$ cat src/verilog/euart_cfg.svh
// How it works
// - Global enable bit seven gates every interrupt.
// - Transmit ready while transmit level below threshold.
// - Receive ready set when level exceeds threshold.
// - Receive ready also on idle timeout.
// - Receive ready clears on zero write below threshold.
// - Receive overflow on byte into full FIFO.
// - Receive underflow on data read while empty.
// - Framing error flag on missing stop bit.
// - Transmit complete when shifter and FIFO empty.
// - Read gives flags, write gives enables.
// - Data read pops oldest receive byte.
// - Data write pushes byte into transmit FIFO.
`ifndef EUART_CFG_SVH
`define EUART_CFG_SVH
`define A_CTRL      8'hB2
`define A_FIFO      8'hB3
`define A_IRQ       8'hB4
`define A_DATA      8'hB5
`define A_DIVL      8'hB6
`define A_DIVH      8'hB7
`define A_CLR       8'hB8
`define A_ENA       8'hB9
`define B_GEN       7
`define B_TRA       6
`define B_RDA       5
`define B_RFO       4
`define B_RFU       3
`define B_TFO       2
`define B_FRAMING_ERROR_FLAG      1
`define B_TI        0
`define B_CLRFIFO   1
`define RST_DIV     16'h0000
`define RST_THR     4'h0
`define RST_EN      7'h00
`define FIFO_DEPTH  4'hF
`define OVS_LAST    4'hF
`define OVS_MID     4'h7
`define RX_LAST_BIT 4'h7
`define TX_LAST_BIT 4'h9
`define IDLE_MAX    8'hFF
`endif

$ cat src/verilog/euart_pkg.sv
package euart_pkg;
   typedef logic [7:0] byte_t;
   typedef enum logic [1:0] {RX_IDLE, RX_START, RX_DATA, RX_STOP} rx_state_e;
   typedef enum logic {TX_IDLE, TX_SHIFT} tx_state_e;
   typedef struct packed {
      logic [14:0][7:0] mem;
      logic [3:0]       wr;
      logic [3:0]       rd;
      logic [3:0]       cnt;
   } fifo_s;
   typedef struct packed {
      logic      ack;
      byte_t     rdata;
      logic      gen;
      logic [6:0] en;
      logic [5:0] flg;
      logic [3:0] thr_rx;
      logic [3:0] thr_tx;
      logic [15:0] div;
      logic      clr;
      logic [15:0] baud_cnt;
      logic      tick;
      rx_state_e rx_st;
      logic [3:0] rx_cnt;
      logic [3:0] rx_bit;
      byte_t     rx_sh;
      logic [7:0] idle_cnt;
      tx_state_e tx_st;
      logic [3:0] tx_cnt;
      logic [3:0] tx_bit;
      logic [9:0] tx_sh;
      logic      txd;
   } regs_s;
endpackage

$ cat src/verilog/euart_fifo.sv
`timescale 1ns/10ps
`include "euart_cfg.svh"
module euart_fifo
   import euart_pkg::*;
(
   input  wire logic         ref_clk,
   input  wire logic         rst,
   input  wire logic         clr,
   input  wire logic         push,
   input  wire euart_pkg::byte_t din,
   input  wire logic         pop,
   output euart_pkg::byte_t  dout,
   output logic [3:0]        level,
   output logic              full,
   output logic              empty
);
   import euart_pkg::*;
   fifo_s s_q;
   fifo_s s_d;
   logic  do_push;
   logic  do_pop;

   assign full  = (s_q.cnt == `FIFO_DEPTH);
   assign empty = (s_q.cnt == 4'h0);
   assign level = s_q.cnt;
   assign dout  = s_q.mem[s_q.rd];

   // Pushes into a full FIFO and pops from an empty one are dropped here; the
   // register block turns them into overflow and underflow events.
   always_comb begin
      s_d     = s_q;
      do_push = push & ~full;
      do_pop  = pop & ~empty;
      if (do_push) begin
         s_d.mem[s_q.wr] = din;
         s_d.wr = (s_q.wr == `FIFO_DEPTH - 4'h1) ? 4'h0 : s_q.wr + 4'h1;
      end
      if (do_pop) begin
         s_d.rd = (s_q.rd == `FIFO_DEPTH - 4'h1) ? 4'h0 : s_q.rd + 4'h1;
      end
      s_d.cnt = s_q.cnt + {3'h0, do_push} - {3'h0, do_pop};
      if (clr) begin
         s_d.wr  = 4'h0;
         s_d.rd  = 4'h0;
         s_d.cnt = 4'h0;
      end
   end

   always_ff @(posedge ref_clk) begin
      if (rst) begin
         s_q <= '0;
      end else begin
         s_q <= s_d;
      end
   end
endmodule

$ cat src/verilog/euart_irq_data_baud_regs.sv
`timescale 1ns/10ps
`include "euart_cfg.svh"
module euart_irq_data_baud_regs
   import euart_pkg::*;
(
   input  wire logic        ref_clk,
   input  wire logic        rst,
   input  wire logic [7:0]  address,
   input  wire logic        read,
   input  wire logic        write,
   input  wire logic [31:0] writedata,
   input  wire logic [3:0]  byteenable,
   output logic [31:0]      readdata,
   output logic             waitrequest,
   input  wire logic        rxd,
   output logic             txd,
   output logic             irq
);
   import euart_pkg::*;
   regs_s       s_q;
   regs_s       s_d;
   logic        req;
   logic        acc;
   logic        done;
   logic        wr_ok;
   logic        tra;
   logic        idle_hit;
   logic [5:0]  ev;
   logic [5:0]  clr_m;
   logic        rx_push;
   logic        rx_pop;
   logic        tx_push;
   logic        tx_pop;
   byte_t       rx_dout;
   byte_t       tx_dout;
   logic [3:0]  rx_level;
   logic [3:0]  tx_level;
   logic        rx_full;
   logic        rx_empty;
   logic        tx_full;
   logic        tx_empty;

   euart_fifo u_rx_fifo (
      .ref_clk (ref_clk),
      .rst     (rst),
      .clr     (s_q.clr),
      .push    (rx_push),
      .din     (s_q.rx_sh),
      .pop     (rx_pop),
      .dout    (rx_dout),
      .level   (rx_level),
      .full    (rx_full),
      .empty   (rx_empty)
   );

   euart_fifo u_tx_fifo (
      .ref_clk (ref_clk),
      .rst     (rst),
      .clr     (s_q.clr),
      .push    (tx_push),
      .din     (writedata[7:0]),
      .pop     (tx_pop),
      .dout    (tx_dout),
      .level   (tx_level),
      .full    (tx_full),
      .empty   (tx_empty)
   );

   // Every access takes two edges: data is captured on the first, side
   // effects such as FIFO pops happen on the second, when waitrequest is low.
   assign req         = read | write;
   assign acc         = req & ~s_q.ack;
   assign done        = req & s_q.ack;
   assign wr_ok       = done & write & byteenable[0];
   assign waitrequest = req & ~s_q.ack;
   assign readdata    = {24'h000000, s_q.rdata};
   assign txd         = s_q.txd;
   assign tra         = (tx_level < s_q.thr_tx);
   assign idle_hit    = (rx_level < s_q.thr_rx) && (rx_level != 4'h0) &&
                        (s_q.idle_cnt > {s_q.thr_rx, 4'h0});
   assign irq         = s_q.gen & |({tra, s_q.flg} & s_q.en);

   always_comb begin
      s_d     = s_q;
      s_d.ack = acc;
      s_d.clr = 1'b0;
      ev      = 6'h00;
      clr_m   = 6'h00;
      rx_push = 1'b0;
      rx_pop  = 1'b0;
      tx_push = 1'b0;
      tx_pop  = 1'b0;

      if (acc && read) begin
         case (address)
            `A_IRQ:  s_d.rdata = {s_q.gen, tra, s_q.flg};
            `A_DATA: s_d.rdata = rx_empty ? 8'h00 : rx_dout;
            `A_DIVL: s_d.rdata = s_q.div[7:0];
            `A_DIVH: s_d.rdata = s_q.div[15:8];
            `A_FIFO: s_d.rdata = {rx_level, tx_level};
            `A_ENA:  s_d.rdata = {s_q.gen, s_q.en};
            default: s_d.rdata = 8'h00;
         endcase
      end

      if (done && read && address == `A_DATA) begin
         if (rx_empty) begin
            ev[`B_RFU] = 1'b1;
         end else begin
            rx_pop = 1'b1;
         end
      end

      if (wr_ok) begin
         case (address)
            `A_IRQ, `A_ENA: begin
               s_d.gen = writedata[`B_GEN];
               s_d.en  = writedata[6:0];
               clr_m   = ~writedata[5:0];
            end
            `A_DATA: begin
               if (tx_full) begin
                  ev[`B_TFO] = 1'b1;
               end else begin
                  tx_push = 1'b1;
               end
            end
            `A_DIVL: s_d.div[7:0]  = writedata[7:0];
            `A_DIVH: s_d.div[15:8] = writedata[7:0];
            `A_FIFO: begin
               s_d.thr_rx = writedata[7:4];
               s_d.thr_tx = writedata[3:0];
            end
            `A_CTRL: s_d.clr = writedata[`B_CLRFIFO];
            `A_CLR:  clr_m = writedata[5:0];
            default: s_d.ack = acc;
         endcase
      end

      // Sixteen ticks per bit; a divisor of zero holds the generator still.
      s_d.tick = 1'b0;
      if (s_q.div == 16'h0000) begin
         s_d.baud_cnt = 16'h0000;
      end else if (s_q.baud_cnt >= s_q.div - 16'h0001) begin
         s_d.baud_cnt = 16'h0000;
         s_d.tick     = 1'b1;
      end else begin
         s_d.baud_cnt = s_q.baud_cnt + 16'h0001;
      end

      if (s_q.tick) begin
         s_d.rx_cnt = s_q.rx_cnt + 4'h1;
         case (s_q.rx_st)
            RX_IDLE: begin
               if (!rxd) begin
                  s_d.rx_st    = RX_START;
                  s_d.rx_cnt   = 4'h0;
                  s_d.idle_cnt = 8'h00;
               end else if (s_q.rx_cnt == `OVS_LAST && s_q.idle_cnt != `IDLE_MAX) begin
                  s_d.idle_cnt = s_q.idle_cnt + 8'h01;
               end
            end
            RX_START: begin
               if (s_q.rx_cnt == `OVS_MID) begin
                  s_d.rx_cnt = 4'h0;
                  s_d.rx_bit = 4'h0;
                  s_d.rx_st  = rxd ? RX_IDLE : RX_DATA;
               end
            end
            RX_DATA: begin
               if (s_q.rx_cnt == `OVS_LAST) begin
                  s_d.rx_sh  = {rxd, s_q.rx_sh[7:1]};
                  s_d.rx_bit = s_q.rx_bit + 4'h1;
                  if (s_q.rx_bit == `RX_LAST_BIT) begin
                     s_d.rx_st = RX_STOP;
                  end
               end
            end
            RX_STOP: begin
               if (s_q.rx_cnt == `OVS_LAST) begin
                  if (rx_full) begin
                     ev[`B_RFO] = 1'b1;
                  end else begin
                     rx_push = 1'b1;
                  end
                  ev[`B_FRAMING_ERROR_FLAG] = ~rxd;
                  s_d.rx_st   = RX_IDLE;
                  s_d.rx_cnt  = 4'h0;
               end
            end
            default: s_d.rx_st = RX_IDLE;
         endcase
      end

      case (s_q.tx_st)
         TX_IDLE: begin
            if (!tx_empty) begin
               tx_pop     = 1'b1;
               s_d.tx_sh  = {1'b1, tx_dout, 1'b0};
               s_d.tx_cnt = 4'h0;
               s_d.tx_bit = 4'h0;
               s_d.tx_st  = TX_SHIFT;
            end
         end
         TX_SHIFT: begin
            if (s_q.tick) begin
               s_d.tx_cnt = s_q.tx_cnt + 4'h1;
               if (s_q.tx_cnt == `OVS_LAST) begin
                  s_d.tx_sh  = {1'b1, s_q.tx_sh[9:1]};
                  s_d.tx_bit = s_q.tx_bit + 4'h1;
                  if (s_q.tx_bit == `TX_LAST_BIT) begin
                     s_d.tx_st  = TX_IDLE;
                     ev[`B_TI]  = tx_empty;
                  end
               end
            end
         end
         default: s_d.tx_st = TX_IDLE;
      endcase
      s_d.txd = (s_d.tx_st == TX_SHIFT) ? s_d.tx_sh[0] : 1'b1;

      ev[`B_RDA] = (rx_level > s_q.thr_rx) | idle_hit;
      // Receive ready may only be dropped once the FIFO has drained below
      // its threshold, so software cannot lose sight of pending bytes.
      if (rx_level >= s_q.thr_rx) begin
         clr_m[`B_RDA] = 1'b0;
      end
      if (s_q.clr) begin
         clr_m[`B_RFO] = 1'b1;
         clr_m[`B_RFU] = 1'b1;
         clr_m[`B_TFO] = 1'b1;
      end
      // A new event wins over a clear in the same cycle.
      s_d.flg = (s_q.flg & ~clr_m) | ev;
   end

   always_ff @(posedge ref_clk) begin
      if (rst) begin
         s_q        <= '0;
         s_q.gen    <= 1'b0;
         s_q.en     <= `RST_EN;
         s_q.div    <= `RST_DIV;
         s_q.thr_rx <= `RST_THR;
         s_q.thr_tx <= `RST_THR;
         s_q.rx_st  <= RX_IDLE;
         s_q.tx_st  <= TX_IDLE;
         s_q.txd    <= 1'b1;
      end else begin
         s_q <= s_d;
      end
   end

   AST_IRQ_GATED: assert property (@(posedge ref_clk) disable iff (rst)
      irq |-> (s_q.gen && ({tra, s_q.flg} & s_q.en) != 7'h00))
      else $error("Interrupt raised without global and event enable.");

   AST_TRA_LEVEL: assert property (@(posedge ref_clk) disable iff (rst)
      (s_q.gen && s_q.en[6] && tx_level < s_q.thr_tx) |-> irq)
      else $error("Transmit ready did not raise the interrupt.");

   AST_RDA_SET: assert property (@(posedge ref_clk) disable iff (rst)
      (rx_level > s_q.thr_rx) |=> s_q.flg[`B_RDA])
      else $error("Receive ready not set above threshold.");

   AST_RDA_HOLD: assert property (@(posedge ref_clk) disable iff (rst)
      (s_q.flg[`B_RDA] && rx_level >= s_q.thr_rx) |=> s_q.flg[`B_RDA])
      else $error("Receive ready dropped at or above threshold.");

   AST_RFO_SET: assert property (@(posedge ref_clk) disable iff (rst)
      (s_q.tick && s_q.rx_st == RX_STOP && s_q.rx_cnt == `OVS_LAST && rx_full)
      |=> s_q.flg[`B_RFO])
      else $error("Receive overflow not flagged.");

   AST_RFU_SET: assert property (@(posedge ref_clk) disable iff (rst)
      (done && read && address == `A_DATA && rx_empty) |=> s_q.flg[`B_RFU])
      else $error("Receive underflow not flagged.");

   AST_TFO_SET: assert property (@(posedge ref_clk) disable iff (rst)
      (wr_ok && address == `A_DATA && tx_full) |=> s_q.flg[`B_TFO])
      else $error("Transmit overflow not flagged.");

   AST_EN_WRITE: assert property (@(posedge ref_clk) disable iff (rst)
      (wr_ok && address == `A_IRQ) |=> (s_q.en == $past(writedata[6:0])))
      else $error("Interrupt write did not load the enables.");

   AST_ONE_WAIT: assert property (@(posedge ref_clk) disable iff (rst)
      (req && waitrequest) |=> !waitrequest)
      else $error("Bus access held for more than one wait cycle.");

   // The clear checks leave out cycles in which a new event may win over the clear.
   AST_GEN_OFF: assert property (@(posedge ref_clk) disable iff (rst)
      !s_q.gen |-> !irq)
      else $error("Interrupt raised while globally disabled.");

   AST_TRA_READ: assert property (@(posedge ref_clk) disable iff (rst)
      (acc && read && address == `A_IRQ) |=> (s_q.rdata[`B_TRA] == $past(tra)))
      else $error("Transmit ready read back wrong.");

   AST_RDA_IDLE: assert property (@(posedge ref_clk) disable iff (rst)
      (rx_level != 4'h0 && rx_level < s_q.thr_rx && s_q.idle_cnt > {s_q.thr_rx, 4'h0})
      |=> s_q.flg[`B_RDA])
      else $error("Receive ready not set after idle timeout.");

   AST_RFO_CLR: assert property (@(posedge ref_clk) disable iff (rst)
      (s_q.clr && !s_q.tick) |=> !s_q.flg[`B_RFO])
      else $error("FIFO reset left receive overflow set.");

   AST_RFU_CLR: assert property (@(posedge ref_clk) disable iff (rst)
      (s_q.clr && !(done && read && address == `A_DATA)) |=> !s_q.flg[`B_RFU])
      else $error("FIFO reset left receive underflow set.");

   AST_TFO_CLR: assert property (@(posedge ref_clk) disable iff (rst)
      (s_q.clr && !(wr_ok && address == `A_DATA)) |=> !s_q.flg[`B_TFO])
      else $error("FIFO reset left transmit overflow set.");

   AST_FRAMING_ERROR_FLAG_SET: assert property (@(posedge ref_clk) disable iff (rst)
      (s_q.tick && s_q.rx_st == RX_STOP && s_q.rx_cnt == `OVS_LAST && !rxd)
      |=> s_q.flg[`B_FRAMING_ERROR_FLAG])
      else $error("Framing error not flagged.");

   AST_TI_SET: assert property (@(posedge ref_clk) disable iff (rst)
      (s_q.tick && s_q.tx_st == TX_SHIFT && s_q.tx_cnt == `OVS_LAST &&
       s_q.tx_bit == `TX_LAST_BIT && tx_empty) |=> s_q.flg[`B_TI])
      else $error("Transmit complete not flagged.");

   AST_ZERO_CLR: assert property (@(posedge ref_clk) disable iff (rst)
      (wr_ok && address == `A_IRQ && !writedata[`B_FRAMING_ERROR_FLAG] && !s_q.tick)
      |=> (!s_q.flg[`B_FRAMING_ERROR_FLAG] && !s_q.en[`B_FRAMING_ERROR_FLAG]))
      else $error("Zero write did not clear flag and enable.");

   AST_POP: assert property (@(posedge ref_clk) disable iff (rst)
      (done && read && address == `A_DATA && !rx_empty && !rx_push && !s_q.clr)
      |=> (rx_level == $past(rx_level) - 4'h1))
      else $error("Data read did not pop the receive FIFO.");

   AST_PUSH: assert property (@(posedge ref_clk) disable iff (rst)
      (wr_ok && address == `A_DATA && !tx_full && !tx_pop && !s_q.clr)
      |=> (tx_level == $past(tx_level) + 4'h1))
      else $error("Data write did not push the transmit FIFO.");

   AST_TICK: assert property (@(posedge ref_clk) disable iff (rst)
      (s_q.div != 16'h0000 && s_q.baud_cnt == s_q.div - 16'h0001) |=> s_q.tick)
      else $error("Baud tick missing at divisor end.");

   AST_TICK_STOP: assert property (@(posedge ref_clk) disable iff (rst)
      (s_q.div == `RST_DIV) |=> !s_q.tick)
      else $error("Baud tick with a zero divisor.");
endmodule

$ cat config.mk
export PLATFORM = sky130hd
export DESIGN_NAME = euart_irq_data_baud_regs
export DESIGN_NICKNAME = d
export VERILOG_FILES = /design/src/verilog/euart_pkg.sv /design/src/verilog/euart_fifo.sv /design/src/verilog/euart_irq_data_baud_regs.sv
export VERILOG_INCLUDE_DIRS = /design/src /design/src/verilog
export SDC_FILE = /design/constraint.sdc
export NUM_CORES = 1
export LEC_CHECK = 0
export BUFFER_PORTS_ARGS = -buffer_cell sky130_fd_sc_hd__buf_2
export CAP_MARGIN = 20
export CORE_MARGIN = 4
export CORE_UTILIZATION = 25
export CTS_CLUSTER_SIZE = 8
export DETAILED_ROUTE_END_ITERATION = 10
export REMOVE_ABC_BUFFERS = 1
export SYNTH_ARGS = -nofsm -noshare
export SYNTH_HDL_FRONTEND = slang
export SYNTH_SLANG_ARGS = --single-unit
$ cat constraint.sdc
create_clock -name ref_clk -period 4.1 [get_ports ref_clk]
set_clock_uncertainty 0.15 [all_clocks]
set_input_delay 0.205 -clock ref_clk [delete_from_list [all_inputs] [get_ports ref_clk]]
set_output_delay 0.205 -clock ref_clk [all_outputs]
set_load 0.01 [all_outputs]
# Word level (Yosys, flattened, before mapping)
# Index checks and enable logic that the tools add are counted.
dict set report totals {
  reg_bits 375
  in_bits 49
  output_inout_bits 35
}
dict set report op_classes {
  add_sub_neg 15
  n_lt_le_gt_ge 12
  n_eq_ne 32
  mux 66
  bitwise 26
  reduce_logical 31
}
# cell n
set ops {}
lappend ops {{$bwmux W120} 2}
lappend ops {{$bmux W8 S4} 2}
lappend ops {{$demux W8 S4} 2}
lappend ops {{$eq A8 B8 Y1 const B} 8}
lappend ops {{$mux W8} 7}
lappend ops {{$pmux W8 S6} 1}
lappend ops {{$mux W19} 2}
lappend ops {{$pmux W19 S2} 1}
lappend ops {{$eq A4 B4 Y1 const B} 9}
lappend ops {{$add A4 B1 Y4 const B} 8}
lappend ops {{$mux W1} 31}
lappend ops {{$lt A4 B5 Y1 const B} 4}
lappend ops {{$mux W6} 3}
lappend ops {{$add A16 B1 Y16 const B} 1}
lappend ops {{$ge A16 B16 Y1} 1}
lappend ops {{$logic_not A16 Y1} 1}
lappend ops {{$mux W4} 4}
lappend ops {{$sub A16 B1 Y16 const B} 1}
lappend ops {{$mux W14} 1}
lappend ops {{$mux W12} 1}
lappend ops {{$ne A2 B2 Y1 const B} 6}
lappend ops {{$not A6 Y6} 2}
lappend ops {{$pmux W4 S3} 1}
lappend ops {{$pmux W6 S2} 1}
lappend ops {{other kinds (36)} 82}

# Logic depth before layout (Yosys ltp)
dict set report logic_depth {
  word_depth 9
  depth_mapped 14
}

# By module
# From an unflattened synthesis, not the netlist that was laid out.
dict set report hier_totals {
  hier_cells 1954
  area_unflattened_um2 18512.8
}
# module n_inst cells_per_inst area_per_inst_um2
set by_module_without_submodules {}
lappend by_module_without_submodules {euart_fifo 2 586 6074.6}
lappend by_module_without_submodules {euart_irq_data_baud_regs 1 782 6363.6}

# Least setup slack after synthesis
# OpenSTA, ideal clock, no wires.
dict set report synth_path {
  kind {register to register}
  startpoint {register s_q[64] (netlist name)}
  endpoint {register s_q[52] (netlist name)}
  setup_ns 0.132
  arrival_ns 2.855
  setup_slack_ns 0.963
  path_stages_with_launch 12
  n_path_buf 1
  path_cell_list {dfxtp_1 or4_1 or3_1 nand2b_1 xor2_1 ha_1 nand2_1 o21ai_0 a41oi_1 o21bai_1 clkbuf_1 a21oi_1}
}
dict set report synth_via {
  elab_chain_cells 3
}
# element line_no
set synth_rtl {}
lappend synth_rtl {{from (decl)} euart_irq_data_baud_regs.sv:20} ;# regs_s s_q;
lappend synth_rtl {{$sub A16 B1 Y16} euart_irq_data_baud_regs.sv:144} ;# end else if (s_q.baud_cnt >= s_q.div - 16'h0001) begin
lappend synth_rtl {{$ge A16 B16 Y1} euart_irq_data_baud_regs.sv:144}
lappend synth_rtl {{$reduce_or A3 Y1 (no line) (*)} n/a}
# Every way passes the cells marked *; elsewhere a longest branch is shown, timed or not.
# A chain may end at the register's enable or synchronous reset.

# Worst setup path after layout
dict set report layout_path {
  startpoint {register s_q[64] (netlist name)}
  endpoint {register s_q[46] (netlist name)}
}
dict set report layout_via {
  elab_chain_cells 3
}
# element line_no
set layout_rtl {}
lappend layout_rtl {{$sub A16 B1 Y16} euart_irq_data_baud_regs.sv:144}
lappend layout_rtl {{$ge A16 B16 Y1} euart_irq_data_baud_regs.sv:144}
lappend layout_rtl {{$mux W1} euart_irq_data_baud_regs.sv:144}
# Parallel ways exist; a longest one is shown, timed or not.

==> impl_metrics.py <==
metrics = {
    "clocking": {
        "path_clk_slew_ns": 0.05,
        "cts_root_buffer": "clkbuf_16",
        "ctsHtreeMaxLevel": 2,
        "clk_latency_ns": 0.59,
        "cts_resized": 0,
        "cts_buffer_depth": 3,
        "cts_tree": "done",
        "cts_made_buffers": 52,
        "clock-sinks": 375,
    },
    "yosys": {
        "ys_warn_count": 0,
        "synth_area_leaders": "dfxtp_1 (41%), mux2i_1 (11%), mux4_2 (5.9%)",
        "netlist_area_mm2": 0.0182,
        "synth_area_per_cell_um2": 8.99,
        "syn_inst": 2028,
        "synthFlopType": "dfxtp_1",
        "synthArstFlopShare_pct": 0,
        "ys_seq_area_share_pct": 41.2,
        "ys_types": 80,
        "yosysTopAreaCell": "dfxtp_1",
        "ys_ff_latch": 375,
        "netlist.area_leader.share_pct": 41.2,
        "synth_edf_count": 0,
    },
    "drt": {
        "antenna_left": 0,
        "routed_wl_um": 48900,
        "drc": 0,
        "vias": 14200,
        "post_drt_via_cell_ratio": 4.82,
        "first_pass_iters": 6,
        "wl_per_cell_um": 16.6,
        "first_iter_violations": 1188,
    },
    "sta": {
        "worstMarginPinSlew_ns": 1.03,
        "finalHoldViolations": 0,
        "setup_viol": 0,
        "fmax_ghz": 0.300,
        "finalWorstPathRequiredPeriod_ns": 3.33,
        "timing.final.crit_share_pct": 81.2,
        "rsz0062_at_grt": "no",
        "fin_tns_setup_ns": 0,
        "slew-limit-headroom_pct": 31.1,
        "slew_violations": 0,
    },
    "outcome": {
        "status": "complete, no violations",
    },
    "floorplanning": {
        "dieHeight_um": 278,
        "die_w_um": 278,
        "dieArea_mm2": 0.0774,
        "row_count": 98,
        "initial_core_util_pct": 25.4,
        "num_io_pins": 84,
        "core_mm2": 0.0719,
    },
    "worst_setup_path": {
        "cp_num_buf_inv": 1,
        "worstSetupStartpointType": "register",
        "path_max_fanout": 13,
        "endpoint_kind": "register",
        "crit_type": "register to register",
        "critPathMaxStageDelay_ns": 0.54,
        "critPathTopFamily": "simple AND/OR/NAND/NOR gates",
        "cp.arrival_ns": 3.71,
        "critPathRequiredTime_ns": 4.48,
        "worstPathCellList": "or4_1, or3_1, nand2b_1, xor2_1, ha_1, nand2_1, o21ai_0, a41oi_1, o21bai_1, buf_6, and3_1",
        "cpMaxStageDelayCell": "or4_1",
    },
    "placed_design": {
        "numPortBuffers": 32,
        "place_hpwl_um": 31900,
        "numPlacedInstances": 2872,
        "gp_congestion": 0.830,
    },
    "global_route": {
        "antenna_found_initial": 1,
        "grt_max_degree": 173,
        "overflow": 0,
        "grt_first_pass_wirelength_um": 77000,
        "track_usage_pct": 12.2,
        "grt_pass1_vias": 13400,
    },
    "hold_path": {
        "hp-class": "primary input to register",
    },
    "layout": {
        "fin_cells": 2945,
        "final_cell_mix": "dfxtp_1 (372), nand2_1 (282), nor2_1 (236), mux2i_1 (198), a21oi_1 (177)",
        "drive_gt1_share_pct": 10.7,
        "area.growth.synth_to_final_pct": 12.8,
        "num-fill-cells": 7655,
        "finalCoreUtilization_pct": 28.6,
        "final_nets": 2090,
        "final_common_cell": "dfxtp_1",
    },
    "pwr": {
        "p_leak_nw": 7.92,
        "ir_worst_vdd_uv": 272,
        "p_per_area_mw_per_mm2": 402,
    },
    "flow_run": {
        "cap_violations": 0,
    },
}
## cell usage after synthesis (11+ instances only)
cell type  number
xor2_1         21
a211oi_1       13
nand3_1        76
nor2_1        236
nand4_2        13
o22ai_1        14
a221oi_1       14
nand2b_1       12
nor3_1         20
nand4_1        15
nand2_1       282
nor4_1         11
a22oi_1        15
dfxtp_1       375
xnor2_1        19
nor2b_1        15
o21ai_0        17
and3_1         17
inv_1          39
mux4_2         48
clkbuf_1      115
a21oi_1       177
mux2i_1       198
buf_4          34
o211ai_1       21
ha_1           48
buf_2          28
## flip-flops by register name, summed over array words and instances, names as in the netlist, named ones only
signal	count
readdata	8
u_rx_fifo.s_q	128
u_tx_fifo.s_q	128
u_tx_fifo.level	4
txd	1
s_q	101
u_rx_fifo.level	4
## worst register-to-register path, stage by stage, from the launching register on
cell and delay [ns]:
dfxtp_1 0.35, or4_1 0.54, or3_1 0.38, nand2b_1 0.21
xor2_1 0.17, ha_1 0.32, nand2_1 0.06, o21ai_0 0.23
a41oi_1 0.08, o21bai_1 0.42, buf_6 0.22, and3_1 0.15
## metrics by stage
step | total power [mW] | hold WS [ns] | area [um^2] | setup slack [ns]
after floorplan | 4.27 | 0.124 | 17500 | 0.130
after global placement | 4.55 | 0.286 | 19100 | 0.317
after detailed placement | 4.56 | 0.294 | 19100 | 0.775
after CTS | 8.38 | 0.00426 | 20600 | 0.761
after global routing | 8.59 | 0.0524 | 20600 | 0.398
final | 8.26 | 0.0421 | 20600 | 0.770
## path summary, 6_finish.rpt
| check | startpoint | endpoint | slack [ns] | depth (start not counted) |
|---|---|---|---|---|
| worst max-delay path | s_q[64] | s_q[46] | 0.77 | 11 |
| worst min-delay path | writedata[1] | s_q[73] | 0.04 | 3 |
| worst max register to register | s_q[64] | s_q[46] | 0.77 | 11 |
| worst min register to register | u_rx_fifo.s_q[47] | u_rx_fifo.s_q[47] | 0.30 | 2 |
## kinds of logic (layout without fill, tap and decap cells)
group	count (synthesis)	after routing	synth area share, %
flip-flops	375	375	41.2
AO/OA/AOI/OAI	321	321	10.8
AND/OR/NAND/NOR	761	761	19.6
adder cells (fa/ha/maj)	50	50	3.51
multiplexers	256	256	17.4
XOR/XNOR	40	40	1.92
other	1	26	0.0206
buffers and inverters	224	166	5.55
## layout make-up
class	count	area, um^2	area share, %
Antenna cell	2	5.00	0.0243
Clock inverter	3	47.5	0.231
Inverter	39	146	0.712
Multi-Input combinational cell	1452	9840	47.8
Timing Repair Buffer	71	529	2.57
Tap cell	950	1190	5.78
Sequential cell	375	7510	36.5
Clock buffer	53	1310	6.34
## what timing repair did
item	4_1_cts	5_1_grt
buffers inserted	0	0
setup endpoints to repair	0	0
hold buffers	15	0
endpoints found under the hold margin	79	0
## report_power, final
group | switching (mW) | total, mW | internal [mW] | leakage (nW)
combinational | 0.407 | 0.680 | 0.274 | 4.24
sequential | 0.115 | 3.81 | 3.69 | 3.02
clock | 1.55 | 3.77 | 2.22 | 0.662
total | 2.07 | 8.26 | 6.19 | 7.92
## metal layers
layer / global-route usage [%] / vias to the layer above / routed length (um)
li1: - / 6986 / -
met1: 17.3 / 6757 / 23300
met2: 18.5 / 361 / 21400
met3: 2.47 / 78 / 2880
met4: 3.94 / 0 / 1330
met5: 0 / - / 0
Power figures use the tool's default switching activity.
